$ cat config.mk
export PLATFORM = sky130hd
export DESIGN_NAME = cssb_top
export DESIGN_NICKNAME = d
export VERILOG_FILES = /design/src/common/cssb_pkg.sv /design/src/design/cssb_top.sv /design/src/design/cssb_word_mem.sv
export SDC_FILE = /design/constraint.sdc
export NUM_CORES = 1
export LEC_CHECK = 0
export CORE_ASPECT_RATIO = 1.5
export CORE_MARGIN = 3
export CORE_UTILIZATION = 30
export DETAILED_ROUTE_END_ITERATION = 8
export DONT_BUFFER_PORTS = 1
export PLACE_DENSITY = 0.42
export SLEW_MARGIN = 20
export SYNTH_ARGS = -nofsm -noshare
export SYNTH_HDL_FRONTEND = slang
export SYNTH_HIERARCHICAL = 1
export SYNTH_SLANG_ARGS = --single-unit
$ cat constraint.sdc
create_clock -name clk_sys -period 11.2 [get_ports clk_sys]
set_clock_uncertainty 0.05 [all_clocks]
set_input_delay 0.56 -clock clk_sys [delete_from_list [all_inputs] [get_ports clk_sys]]
set_output_delay 0.56 -clock clk_sys [all_outputs]
set_load 0.03 [all_outputs]
$ cat src/common/cssb_pkg.sv
// shared constants and types for the codec serial slot buffer
package cssb_pkg;
  // ==========================================================
  // sizes
  localparam int NWORDS = 4;
  localparam int DW     = 16;
  localparam int AW     = 4;
  // ==========================================================
  // register word addresses
  localparam logic [3:0] ADDR_CTRL_A  = 4'h0;
  localparam logic [3:0] ADDR_CTRL_B  = 4'h1;
  localparam logic [3:0] ADDR_STATUS  = 4'h2;
  localparam logic [3:0] ADDR_TX_MASK = 4'h3;
  localparam logic [3:0] ADDR_RX_MASK = 4'h4;
  localparam logic [3:0] ADDR_TX_BUF  = 4'h8;
  localparam logic [3:0] ADDR_RX_BUF  = 4'hC;
  // ==========================================================
  // field positions
  localparam int CA_EN      = 0;
  localparam int CA_SLAVE   = 1;
  localparam int CA_IDLE    = 2;
  localparam int CA_REPEAT  = 3;
  localparam int CB_WS      = 0;
  localparam int CB_FLEN    = 4;
  localparam int CB_BLEN    = 8;
  localparam int CB_EARLY_JUSTIFY_SELECT    = 10;
  localparam int ST_EMPTY   = 0;
  localparam int ST_UNF     = 1;
  localparam int ST_FULL    = 2;
  localparam int ST_OVF     = 3;
  localparam int ST_SLOT    = 8;
  // ==========================================================
  // reset values
  localparam logic [3:0]  CTRL_A_RST = 4'h0;
  localparam logic [10:0] CTRL_B_RST = 11'h000;
  localparam logic [15:0] MASK_RST   = 16'h0000;
  localparam logic [15:0] WORD_RST   = 16'h0000;
  localparam logic [3:0]  FULL_WORD  = 4'hF;
  // ==========================================================
  // types
  typedef struct packed {
    logic       en;
    logic       slave;
    logic       idle_tri;
    logic       repeat_uf;
    logic       early_justify_select;
    logic [1:0] blen;
    logic [3:0] flen;
    logic [3:0] ws;
  } cssb_cfg_t;

  typedef enum {ST_IDLE, ST_WAIT, ST_RUN} cssb_state_t;
endpackage

$ cat src/design/cssb_top.sv
// codec serial slot and buffer controller
// Contract
// data starts one bit later, or same with justify
// sixteen transmit slot enables, word-size slots
// enabled tx slot loads shadow word, pointer advances
// disabled tx slot drives low or tri-state
// enables beyond frame length have no effect
// tx word left justified, low bits ignored
// software zeroes unused low tx bits
// enabled rx slot stores shift register, pointer advances
// each rx word own location, left justified
// master emits sync at reset, slave resets
// no buffering after frame end until sync
// one shared counter advances per enabled slot
// counter equals length field: wrap and transfer
// transfer swaps shadow and buffer registers
// tx empty sets at transfer, clears on write
// tx underflow sets if buffer not rewritten
// rx full until all used buffers read
// rx overflow on unread location, overwrite
// only used locations affect flags; the tx empty flag still clears on a tx write to any location, used or not
// status mirrors current slot counter
// word size field is length minus one
// frame counter advances on word wrap
// underflow sends zeros or repeats last word
// interrupt request at each shadow transfer
// interrupt is one system clock pulse
//
// The strobed register port and the address map were left to the implementer.
`timescale 1ns/1ps
module cssb_top (
  input  wire logic                    clk_sys,
  input  wire logic                    nrst,
  input  wire logic [cssb_pkg::AW-1:0] reg_addr,
  input  wire logic [15:0]             reg_wdata,
  input  wire logic                    reg_wr,
  input  wire logic                    reg_rd,
  output logic      [15:0]             reg_rdata,
  input  wire logic                    serial_bit_clock,
  input  wire logic                    frame_sync_pin_i,
  output logic                         frame_sync_pin_o,
  output logic                         frame_sync_pin_oe,
  input  wire logic                    serial_data_in,
  output logic                         serial_data_out,
  output logic                         serial_data_out_oe,
  output logic                         buf_irq
);
  localparam int N = cssb_pkg::NWORDS;

  function automatic logic buf_hit(input logic [3:0] a, input logic [3:0] base);
    buf_hit = (a[3:2] == base[3:2]);
  endfunction

  function automatic logic slot_on(input logic [15:0] mask, input logic [3:0] s,
                                   input logic [3:0] flen);
    slot_on = mask[s] && (s <= flen);
  endfunction

  // ==========================================================
  // pin synchronisers
  logic [2:0] pin_w;
  logic [2:0] s1_q;
  logic [2:0] s2_q;
  logic [2:0] s3_q;
  logic [2:0] filt_q;

  assign pin_w = {serial_data_in, frame_sync_pin_i, serial_bit_clock};

  genvar g;
  for (g = 0; g < 3; g++) begin : g_sync
    always_ff @(posedge clk_sys) begin
      if (!nrst) begin
        s1_q[g]   <= 1'b0;
        s2_q[g]   <= 1'b0;
        s3_q[g]   <= 1'b0;
        filt_q[g] <= 1'b0;
      end else begin
        s1_q[g] <= pin_w[g];
        s2_q[g] <= s1_q[g];
        s3_q[g] <= s2_q[g];
        if (s2_q[g] == s3_q[g]) begin
          filt_q[g] <= s3_q[g];
        end
      end
    end
  end

  logic bck_rise;
  logic bck_fall;
  assign bck_rise = (s2_q[0] == s3_q[0]) && s3_q[0] && !filt_q[0];
  assign bck_fall = (s2_q[0] == s3_q[0]) && !s3_q[0] && filt_q[0];

  // ==========================================================
  // registers
  logic [3:0]          ctrl_a_q;
  logic [10:0]         ctrl_b_q;
  logic [15:0]         tx_mask_q;
  logic [15:0]         rx_mask_q;
  cssb_pkg::cssb_cfg_t cfg;

  assign cfg.en        = ctrl_a_q[cssb_pkg::CA_EN];
  assign cfg.slave     = ctrl_a_q[cssb_pkg::CA_SLAVE];
  assign cfg.idle_tri  = ctrl_a_q[cssb_pkg::CA_IDLE];
  assign cfg.repeat_uf = ctrl_a_q[cssb_pkg::CA_REPEAT];
  assign cfg.ws        = ctrl_b_q[cssb_pkg::CB_WS +: 4];
  assign cfg.flen      = ctrl_b_q[cssb_pkg::CB_FLEN +: 4];
  assign cfg.blen      = ctrl_b_q[cssb_pkg::CB_BLEN +: 2];
  assign cfg.early_justify_select      = ctrl_b_q[cssb_pkg::CB_EARLY_JUSTIFY_SELECT];

  always_ff @(posedge clk_sys) begin
    if (!nrst) begin
      ctrl_a_q  <= cssb_pkg::CTRL_A_RST;
      ctrl_b_q  <= cssb_pkg::CTRL_B_RST;
      tx_mask_q <= cssb_pkg::MASK_RST;
      rx_mask_q <= cssb_pkg::MASK_RST;
    end else if (reg_wr) begin
      unique case (reg_addr)
        cssb_pkg::ADDR_CTRL_A:  ctrl_a_q <= reg_wdata[3:0];
        cssb_pkg::ADDR_CTRL_B:  ctrl_b_q <= reg_wdata[10:0];
        // per-slot transmit enables
        cssb_pkg::ADDR_TX_MASK: tx_mask_q <= reg_wdata;
        cssb_pkg::ADDR_RX_MASK: rx_mask_q <= reg_wdata;
        default: ;
      endcase
    end
  end

  logic       tx_wr_w;
  logic       rx_rd_w;
  logic [1:0] loc_w;
  assign tx_wr_w = reg_wr && buf_hit(reg_addr, cssb_pkg::ADDR_TX_BUF);
  assign rx_rd_w = reg_rd && buf_hit(reg_addr, cssb_pkg::ADDR_RX_BUF);
  assign loc_w   = reg_addr[1:0];

  // ==========================================================
  // frame position counters
  cssb_pkg::cssb_state_t state_q;
  cssb_pkg::cssb_state_t state_d;
  logic [3:0] bit_q;
  logic [3:0] bit_d;
  logic [3:0] slot_q;
  logic [3:0] slot_d;
  logic       fs_q;
  logic       fs_d;
  logic       at_last;

  assign at_last = (bit_q == cfg.ws) && (slot_q == cfg.flen);

  always_comb begin
    state_d = state_q;
    bit_d   = bit_q;
    slot_d  = slot_q;
    fs_d    = 1'b0;
    unique case (state_q)
      cssb_pkg::ST_IDLE: begin
        // master starts on its own, slave on sync
        if (!cfg.slave || filt_q[1]) begin
          fs_d    = !cfg.slave;
          // justify bit picks same or next bit period
          state_d = cfg.early_justify_select ? cssb_pkg::ST_RUN : cssb_pkg::ST_WAIT;
          bit_d   = 4'h0;
          slot_d  = 4'h0;
        end
      end
      cssb_pkg::ST_WAIT: begin
        state_d = cssb_pkg::ST_RUN;
      end
      cssb_pkg::ST_RUN: begin
        if (at_last) begin
          bit_d  = 4'h0;
          slot_d = 4'h0;
          // slave halts until the next sync pulse
          if (cfg.slave) begin
            if (!filt_q[1]) begin
              state_d = cssb_pkg::ST_IDLE;
            end else if (!cfg.early_justify_select) begin
              state_d = cssb_pkg::ST_WAIT;
            end
          end
        // word ends after ws plus one bits
        end else if (bit_q == cfg.ws) begin
          bit_d  = 4'h0;
          // frame counter steps on word wrap
          slot_d = slot_q + 4'h1;
        end else begin
          bit_d = bit_q + 4'h1;
        end
        // master sync marks the counter reset
        if (!cfg.slave) begin
          fs_d = cfg.early_justify_select ? (bit_d == 4'h0 && slot_d == 4'h0)
                          : (bit_d == cfg.ws && slot_d == cfg.flen);
        end
      end
    endcase
  end

  always_ff @(posedge clk_sys) begin
    if (!nrst || !cfg.en) begin
      state_q <= cssb_pkg::ST_IDLE;
      bit_q   <= 4'h0;
      slot_q  <= 4'h0;
      fs_q    <= 1'b0;
    end else if (bck_rise) begin
      state_q <= state_d;
      bit_q   <= bit_d;
      slot_q  <= slot_d;
      fs_q    <= fs_d;
    end
  end

  assign frame_sync_pin_o  = fs_q;
  assign frame_sync_pin_oe = cfg.en && !cfg.slave;

  // ==========================================================
  // shared buffer pointer and shadow transfer
  logic [1:0]   ptr_q;
  logic         slot_end;
  logic         tx_on;
  logic         rx_on;
  logic         adv;
  logic         xfer;
  logic [15:0]  rx_word;
  logic [15:0]  rx_sr_q;
  logic [N-1:0] used;

  assign slot_end = bck_fall && state_q == cssb_pkg::ST_RUN && bit_q == cfg.ws;
  // enables past the frame length are masked
  assign tx_on    = slot_on(tx_mask_q, slot_q, cfg.flen);
  assign rx_on    = slot_on(rx_mask_q, slot_q, cfg.flen);
  // one counter for either direction
  assign adv      = slot_end && (tx_on || rx_on);
  assign xfer     = adv && (ptr_q == cfg.blen);
  // left justify the received bits
  assign rx_word  = {rx_sr_q[14:0], filt_q[2]} << (cssb_pkg::FULL_WORD - cfg.ws);

  for (g = 0; g < N; g++) begin : g_used
    assign used[g] = (2'(g) <= cfg.blen);
  end

  always_ff @(posedge clk_sys) begin
    if (!nrst || !cfg.en) begin
      ptr_q <= 2'h0;
    end else if (adv) begin
      // wrap at the length field
      ptr_q <= xfer ? 2'h0 : ptr_q + 2'h1;
    end
  end

  always_ff @(posedge clk_sys) begin
    if (!nrst) begin
      rx_sr_q <= cssb_pkg::WORD_RST;
    end else if (bck_fall && state_q == cssb_pkg::ST_RUN) begin
      rx_sr_q <= {rx_sr_q[14:0], filt_q[2]};
    end
  end

  // ==========================================================
  // receive shadow and buffers
  logic [15:0]    rx_shadow_q [N];
  logic [N*16-1:0] rx_ld_vec;
  logic [15:0]    rx_rdata;
  logic [15:0]    tx_rdata;
  logic [N*16-1:0] tx_words;

  for (g = 0; g < N; g++) begin : g_rxsh
    always_ff @(posedge clk_sys) begin
      if (!nrst) begin
        rx_shadow_q[g] <= cssb_pkg::WORD_RST;
      // store word at pointer
      end else if (slot_end && rx_on && ptr_q == 2'(g)) begin
        rx_shadow_q[g] <= rx_word;
      end
    end
    assign rx_ld_vec[g*16 +: 16] = (slot_end && rx_on && ptr_q == 2'(g)) ? rx_word
                                                                         : rx_shadow_q[g];
  end

  // shadow words move into the receive buffers
  cssb_word_mem #(.N(N), .W(16)) u_rx_mem (
    .clk_sys (clk_sys),
    .nrst    (nrst),
    .wr_en   (1'b0),
    .wr_addr (2'h0),
    .wr_data (16'h0000),
    .ld_mask ({N{xfer}} & used),
    .ld_data (rx_ld_vec),
    .rd_addr (loc_w),
    .rd_data (rx_rdata),
    .words   ()
  );

  cssb_word_mem #(.N(N), .W(16)) u_tx_mem (
    .clk_sys (clk_sys),
    .nrst    (nrst),
    .wr_en   (tx_wr_w),
    .wr_addr (loc_w),
    .wr_data (reg_wdata),
    .ld_mask ({N{1'b0}}),
    .ld_data ({(N*16){1'b0}}),
    .rd_addr (loc_w),
    .rd_data (tx_rdata),
    .words   (tx_words)
  );

  // ==========================================================
  // transmit shadow and shifter
  logic [15:0]  tx_shadow_q [N];
  logic [15:0]  tx_sr_q;
  logic         tx_act_q;
  logic [N-1:0] unf_q;
  logic [N-1:0] written_q;

  for (g = 0; g < N; g++) begin : g_txsh
    always_ff @(posedge clk_sys) begin
      if (!nrst) begin
        tx_shadow_q[g] <= cssb_pkg::WORD_RST;
      // buffers copied into transmit shadow
      end else if (xfer) begin
        tx_shadow_q[g] <= tx_words[g*16 +: 16];
      end
    end
  end

  always_ff @(posedge clk_sys) begin
    if (!nrst || !cfg.en) begin
      tx_sr_q  <= cssb_pkg::WORD_RST;
      tx_act_q <= 1'b0;
    end else if (bck_rise) begin
      if (state_d != cssb_pkg::ST_RUN) begin
        tx_act_q <= 1'b0;
        tx_sr_q  <= cssb_pkg::WORD_RST;
      end else if (bit_d == 4'h0) begin
        // load shadow word at slot start
        tx_act_q <= slot_on(tx_mask_q, slot_d, cfg.flen);
        // zeros on underflow unless repeating
        if (!slot_on(tx_mask_q, slot_d, cfg.flen) || (unf_q[ptr_q] && !cfg.repeat_uf)) begin
          tx_sr_q <= cssb_pkg::WORD_RST;
        end else begin
          tx_sr_q <= tx_shadow_q[ptr_q];
        end
      end else begin
        // only the top ws plus one bits leave
        tx_sr_q <= {tx_sr_q[14:0], 1'b0};
      end
    end
  end

  assign serial_data_out    = tx_sr_q[15];
  // idle slots low or released
  assign serial_data_out_oe = cfg.en && (tx_act_q || !cfg.idle_tri);

  // ==========================================================
  // status flags
  logic         tx_empty_q;
  logic [N-1:0] unread_q;
  logic [N-1:0] ovf_q;

  for (g = 0; g < N; g++) begin : g_flag
    always_ff @(posedge clk_sys) begin
      if (!nrst) begin
        written_q[g] <= 1'b0;
        unf_q[g]     <= 1'b0;
        unread_q[g]  <= 1'b0;
        ovf_q[g]     <= 1'b0;
      end else begin
        if (tx_wr_w && loc_w == 2'(g)) begin
          written_q[g] <= 1'b1;
        end else if (xfer) begin
          written_q[g] <= 1'b0;
        end
        // flag words not rewritten before transfer
        if (xfer && used[g] && !written_q[g]) begin
          unf_q[g] <= 1'b1;
        end else if (tx_wr_w && loc_w == 2'(g)) begin
          unf_q[g] <= 1'b0;
        end
        // new data pending until read
        if (xfer && used[g]) begin
          unread_q[g] <= 1'b1;
        end else if (rx_rd_w && loc_w == 2'(g)) begin
          unread_q[g] <= 1'b0;
        end
        // overwrite of unread location
        if (xfer && used[g] && unread_q[g]) begin
          ovf_q[g] <= 1'b1;
        end else if (rx_rd_w && loc_w == 2'(g)) begin
          ovf_q[g] <= 1'b0;
        end
      end
    end
  end

  always_ff @(posedge clk_sys) begin
    if (!nrst) begin
      tx_empty_q <= 1'b0;
    // set at transfer wins over write clear
    end else if (xfer) begin
      tx_empty_q <= 1'b1;
    end else if (tx_wr_w) begin
      tx_empty_q <= 1'b0;
    end
  end

  logic [15:0] status_w;
  always_comb begin
    status_w = 16'h0000;
    status_w[cssb_pkg::ST_EMPTY] = tx_empty_q;
    // only locations in use count
    status_w[cssb_pkg::ST_UNF]   = |(unf_q & used);
    status_w[cssb_pkg::ST_FULL]  = |(unread_q & used);
    status_w[cssb_pkg::ST_OVF]   = |(ovf_q & used);
    // live slot counter
    status_w[cssb_pkg::ST_SLOT +: 4] = slot_q;
  end

  // ==========================================================
  // interrupt pulse
  always_ff @(posedge clk_sys) begin
    if (!nrst) begin
      buf_irq <= 1'b0;
    end else begin
      // one request per transfer
      // single cycle after the transfer
      buf_irq <= xfer;
    end
  end

  // ==========================================================
  // register read port
  logic [15:0] rd_q;
  logic [1:0]  rd_src_q;

  always_ff @(posedge clk_sys) begin
    if (!nrst) begin
      rd_q     <= 16'h0000;
      rd_src_q <= 2'h0;
    end else if (reg_rd) begin
      rd_src_q <= buf_hit(reg_addr, cssb_pkg::ADDR_TX_BUF) ? 2'h1 :
                  buf_hit(reg_addr, cssb_pkg::ADDR_RX_BUF) ? 2'h2 : 2'h0;
      unique case (reg_addr)
        cssb_pkg::ADDR_CTRL_A:  rd_q <= {12'h000, ctrl_a_q};
        cssb_pkg::ADDR_CTRL_B:  rd_q <= {5'h00, ctrl_b_q};
        cssb_pkg::ADDR_STATUS:  rd_q <= status_w;
        cssb_pkg::ADDR_TX_MASK: rd_q <= tx_mask_q;
        cssb_pkg::ADDR_RX_MASK: rd_q <= rx_mask_q;
        default:                rd_q <= 16'h0000;
      endcase
    end else begin
      rd_q     <= 16'h0000;
      rd_src_q <= 2'h0;
    end
  end

  assign reg_rdata = (rd_src_q == 2'h1) ? tx_rdata :
                     (rd_src_q == 2'h2) ? rx_rdata : rd_q;

  // ==========================================================
  // checks
  empty_set_a: assert property (@(posedge clk_sys) disable iff (!nrst)
    xfer |=> tx_empty_q) else $error("tx empty not set at transfer");
  empty_clr_a: assert property (@(posedge clk_sys) disable iff (!nrst)
    tx_wr_w && !xfer |=> !tx_empty_q) else $error("tx empty not cleared by write");
  irq_pulse_a: assert property (@(posedge clk_sys) disable iff (!nrst)
    xfer ##1 !xfer |-> buf_irq ##1 !buf_irq) else $error("irq not a single pulse");
  ptr_wrap_a: assert property (@(posedge clk_sys) disable iff (!nrst)
    xfer && cfg.en |=> ptr_q == 2'h0) else $error("pointer did not wrap");
  idle_low_a: assert property (@(posedge clk_sys) disable iff (!nrst)
    cfg.en && !tx_act_q && !cfg.idle_tri |-> serial_data_out_oe && !serial_data_out)
    else $error("idle slot not driven low");
  idle_tri_a: assert property (@(posedge clk_sys) disable iff (!nrst)
    !tx_act_q && cfg.idle_tri |-> !serial_data_out_oe) else $error("idle slot driven");
  slot_view_a: assert property (@(posedge clk_sys) disable iff (!nrst)
    reg_rd && reg_addr == cssb_pkg::ADDR_STATUS |=>
    reg_rdata[cssb_pkg::ST_SLOT +: 4] == $past(slot_q)) else $error("slot field wrong");
  unf_set_a: assert property (@(posedge clk_sys) disable iff (!nrst)
    xfer && !written_q[0] |=> status_w[cssb_pkg::ST_UNF]) else $error("underflow missed");
  rx_full_a: assert property (@(posedge clk_sys) disable iff (!nrst)
    xfer |=> status_w[cssb_pkg::ST_FULL]) else $error("rx full not set");
  rx_ovf_a: assert property (@(posedge clk_sys) disable iff (!nrst)
    xfer && unread_q[0] |=> status_w[cssb_pkg::ST_OVF]) else $error("overflow missed");
  fs_master_a: assert property (@(posedge clk_sys) disable iff (!nrst)
    cfg.slave |-> !frame_sync_pin_oe && !frame_sync_pin_o) else $error("slave drives sync");
endmodule

$ cat src/design/cssb_word_mem.sv
// four-word buffer bank with registered read port
`timescale 1ns/1ps
module cssb_word_mem #(
  parameter int N = 4,
  parameter int W = 16
) (
  input  wire logic                 clk_sys,
  input  wire logic                 nrst,
  input  wire logic                 wr_en,
  input  wire logic [1:0]           wr_addr,
  input  wire logic [W-1:0]         wr_data,
  input  wire logic [N-1:0]         ld_mask,
  input  wire logic [N*W-1:0]       ld_data,
  input  wire logic [1:0]           rd_addr,
  output logic      [W-1:0]         rd_data,
  output logic      [N*W-1:0]       words
);
  logic [W-1:0] mem_q [N];

  genvar g;
  for (g = 0; g < N; g++) begin : g_word
    always_ff @(posedge clk_sys) begin
      if (!nrst) begin
        mem_q[g] <= '0;
      end else if (ld_mask[g]) begin
        mem_q[g] <= ld_data[g*W +: W];
      end else if (wr_en && wr_addr == 2'(g)) begin
        mem_q[g] <= wr_data;
      end
    end
    assign words[g*W +: W] = mem_q[g];
  end

  always_ff @(posedge clk_sys) begin
    if (!nrst) begin
      rd_data <= '0;
    end else begin
      rd_data <= mem_q[rd_addr];
    end
  end
endmodule

==> results <==
- The tree is rooted in a sky130_fd_sc_hd__clkbuf_16.
- From synthesis to final layout, the design area changed by 12.5%.
- Global routing finished with a remaining overflow of 0.
- The fmax is 224 MHz.
- Summed over all layers, the routed wires come to 69600 um.
- Counting flops with a built-in enable in the synthesized netlist gives 256.
- The first-pass iteration count of the detailed router is 5.
- The largest driver fanout on the critical path is 17.
- The count of clock tree sinks is 460.
- The routing usage on met1 is 20.1%.
- The number of vias after detailed routing is 15600.
- After synthesis, the cell types taking the most area are sky130_fd_sc_hd__edfxtp_1, sky130_fd_sc_hd__dfxtp_1, sky130_fd_sc_hd__a32o_1.
- At the pin with the least slew margin, the transition time is 1.24 ns.
- The xor-xnor portion of the synthesized cell area is 0.514%.
- The remaining antenna violation count after routing is 0.
- After the first detailed-routing iteration, the DRC count stood at 1053.
- The floorplan step defined a die boundary enclosing 0.0772 mm2.
- The hold violation count in the final report is 0.
- The number of failing setup endpoints in the final timing report is 0.
- The wire length of the first global-routing pass is 104000 um.
- Max-cap violations in this run came to 0.
- The wire-length estimate of the detail-placed layout is 48300 um.
- For this run, global-route usage on met3 was measured as 2.55%.
- In this run the post-CTS setup repair buffer count came out at 0.
- The worst path uses 39.9% of the clock period.
- The proportion of netlist area held by the largest area contributor is 34.7%.
- The sequential cell fraction of total power is 51.4%.
- After detailed routing, the number of vias per cell comes to 4.98.
- In this run the cell area of the synthesized design comes to 0.0221 mm2.
- The number of instances on the worst hold path is 2.
- The I/O pin total is 48.
- The path class of the tightest hold or removal check is in -> reg.
- The average cell area after synthesis is 10.9 um2.
- The switching share of power is 22.9%.
- The worst path arrival time is 4.94 ns.
- The post-route minimum period is 4.47 ns.
- In the global route stage, overall resource usage came out at 17.8%.
- The number of instances in the synthesized netlist is 2029.
- For this run, asynchronously set or reset flops after synthesis account for 0%.
- The via count of the first global-routing pass is 15700.
- The library cells used most frequently in the layout, excluding fill and tap cells, are sky130_fd_sc_hd__nand2_1, sky130_fd_sc_hd__edfxtp_1, sky130_fd_sc_hd__dfxtp_1, sky130_fd_sc_hd__conb_1, sky130_fd_sc_hd__a32o_1.
- The leading area contributor after synthesis is sky130_fd_sc_hd__edfxtp_1.
- After the last flow step, the layout net total stands at 2150.
- The count of input and output buffers is 0.
- For the worst-skew pair, the clock arrives at the later sink with an insertion delay of 0.62 ns.
- Once the floorplan was initialized, standard cells occupied 30.4% of the core.
- Power spread over the standard cell area amounts to 147 mW/mm2.
- The layer with the highest usage after global routing is met2.
- The commonest register cell after synthesis is sky130_fd_sc_hd__edfxtp_1.
- By area, the combinational part of the netlist is dominated by compound AO/OA/AOI/OAI gates.
- The most common cell after layout, fill and taps aside is sky130_fd_sc_hd__nand2_1.
- The post-synthesis sequential area ratio is 53.1%.
- The met2 routing resource usage after global routing is 33.9%.
- The cell row count is 121.
- The layout cell share with drive strength beyond 1 is 8.10%.
- The area fraction in and, or, nand and nor cells after synthesis is 15.6%.
- Entering global routing, the biggest net connects 195 pins.
- The critical path startpoint category is a flop.
- Summed over all failing endpoints, the final setup total negative slack is 0 ns.
- The portion of netlist area occupied by mux cells is 8.10%.
- After Yosys synthesis, full adders, half adders and majority gates account for 0.904% of the synthesized area.
- Yosys printed 6 warnings.
- After clock tree synthesis, the clock-pin slew on the worst setup and hold paths is 0.07 ns.
- Per report_power, the clock group accounts for 43.8% of the total.
- The analysis attributes to net switching a power of 0.843 mW.
- The maximum vdd drop is 0.102 mV.
- The worst hold-check slack is 0.0487 ns.
- The worst setup path is captured at a flop.
- In this run, CTS created clock tree buffers numbering 49.
- The flip-flop and latch count after synthesis is 460.
- Measured along the y axis, the die boundary spans 339 um.
- The maximum count of clock buffers along a single path is 3.
- The count of cells along the worst register-to-register path is 18.
- The max-slew violation total from the final report is 0.
- The clock tree synthesis step divided the H-tree into 2 levels.
- The flow ran to the end, and the final reports show no timing, DRC or antenna violations.
- The number of distinct library cell variants in the gate-level netlist after synthesis is 76.
- The core region is 0.0728 mm2.
- For this run, design rule violations remaining after detail routing come to 0.
- The number of antenna violations at the first check in global routing is 0.
- TritonCTS built the clock tree.
- At the worst endpoint, the required time is 11.67 ns.
- Setup repair after global routing left no endpoint under its margin.
- The worst setup path is of the reg -> reg kind.
- The leakage power is 9.01 nW.
- In this run the tightest slew margin relative to its limit is 17.3%.
- The synthesized netlist devotes 16.8% of its cell area to compound gates.
- Combinational cells account for 4.8% of the total power.
- The weighted congestion reported at the end of routability-driven placement is 0.830.
- Internal power comes to 2.83 mW.
- The horizontal die dimension is 228 um.
- In the final routed layout, each cell accounts on average for 22.2 um.
==> synthesized netlist by cell type (all sizes together) (2+ instances only) <==
cell	number
a211oi	21
a21boi	72
a21o	3
a21oi	43
a221o	3
a222oi	5
a22oi	44
a31oi	8
a32o	129
a32oi	2
and2	60
and2b	16
and3	70
and4	5
buf	75
clkbuf	100
dfxtp	204
edfxtp	256
ha	16
inv	25
mux2	7
mux2i	108
mux4	28
nand2	290
nand2b	14
nand3	21
nand3b	8
nand4	10
nor2	117
nor2b	55
nor3	8
nor3b	5
nor4	12
o2111ai	2
o21a	4
o21ai	111
o221ai	2
o22ai	36
o31ai	4
or2	5
xnor2	7
xor2	6
==> power groups by stage <==
stage          sequential [mW]  combinational, mW  clock, mW
2_1_floorplan             1.90              0.149          0
3_3_place_gp              1.93              0.167          0
3_5_place_dp              1.93              0.168          0
4_1_cts                   1.89              0.172       1.67
5_1_grt                   1.90              0.193       1.73
6_report                  1.89              0.176       1.61
==> through the flow <==
step / setup slack (ns) / instances / utilization (%) / cell area, um2 / power, mW
after detailed placement: 6.72 / 3031 / 31.9 / 23300 / 2.09
after floorplan: 7.15 / 2192 / - / 22800 / 2.05
after CTS: 6.69 / 3130 / 34.2 / 24900 / 3.73
after global placement: 6.69 / 3031 / 31.9 / 23300 / 2.09
final: 6.73 / 3132 / 34.2 / 24900 / 3.67
after global routing: 6.25 / 3131 / 34.2 / 24900 / 3.82
==> final timing paths <==
kind                               startpoint            end  slack [ns]
worst max-delay path                slot_q[0]     tx_sr_q[5]        6.73
worst min-delay path            reg_wdata[12]  rx_mask_q[12]        0.05
worst max register to register      slot_q[0]     tx_sr_q[5]        6.73
worst min register to register        s1_q[1]        s2_q[1]        0.38
==> logic make-up after synthesis <==
kind of cell,after synthesis
xor+xnor,13
simple gates,699
compound gates,497
other cells,1
flops,460
fa+ha+maj,16
buf+inv,200
mux,143
==> worst max-delay path: stages, from the launching register on <==
cell and delay [ns]:
sky130_fd_sc_hd__dfxtp_1 0.80, sky130_fd_sc_hd__inv_1 0.24, sky130_fd_sc_hd__ha_1 0.36, sky130_fd_sc_hd__and4_1 0.32, sky130_fd_sc_hd__nor2_1 0.07, sky130_fd_sc_hd__mux2i_1 0.37, sky130_fd_sc_hd__o22ai_4 0.20, sky130_fd_sc_hd__inv_1 0.20
sky130_fd_sc_hd__ha_1 0.18, sky130_fd_sc_hd__nor2b_1 0.04, sky130_fd_sc_hd__o21a_1 0.16, sky130_fd_sc_hd__o21ai_0 0.16, sky130_fd_sc_hd__nand2b_1 0.08, sky130_fd_sc_hd__a21oi_1 0.16, sky130_fd_sc_hd__nand3_1 0.12, sky130_fd_sc_hd__a211oi_1 0.32
sky130_fd_sc_hd__a32oi_2 0.14, sky130_fd_sc_hd__buf_4 0.23, sky130_fd_sc_hd__o21ai_0 0.18
==> flip-flops by register name (all words and copies together), names as in the netlist, 11 cells and up, named ones only <==
signal,cells
rx_shadow_q,64
tx_shadow_q,64
u_rx_mem/mem_q,64
u_tx_mem/mem_q,64
state_q,32
rd_q,16
rx_mask_q,16
tx_mask_q,16
tx_sr_q,16
u_rx_mem/rd_data,16
u_tx_mem/rd_data,16
rx_sr_q,15
ctrl_b_q,11
==> per-layer routing <==
layer / wire length, um / share of wire (%) / vias to the layer above
li1: - / - / 7535
met3: 2490 / 3.6 / 117
met2: 37400 / 54 / 318
met1: 27400 / 39 / 7614
met5: 0 / 0 / -
met4: 2360 / 3.4 / 0
==> repair_timing <==
action | in CTS | in global routing
hold buffers | 8 | 0
gates resized for setup | 0 | 0
hold endpoints to repair | 8 | 0
==> cell type report <==
class	instances	area (um2)
antenna	1	2.50
clock buffer	76	1410
clock inverter	15	150
fill	7316	47900
inverter	25	93.8
multi-input combinational	1532	9930
sequential	460	11800
tap	984	1230
timing repair buffer	39	317
(Power assumes the default switching activity.)
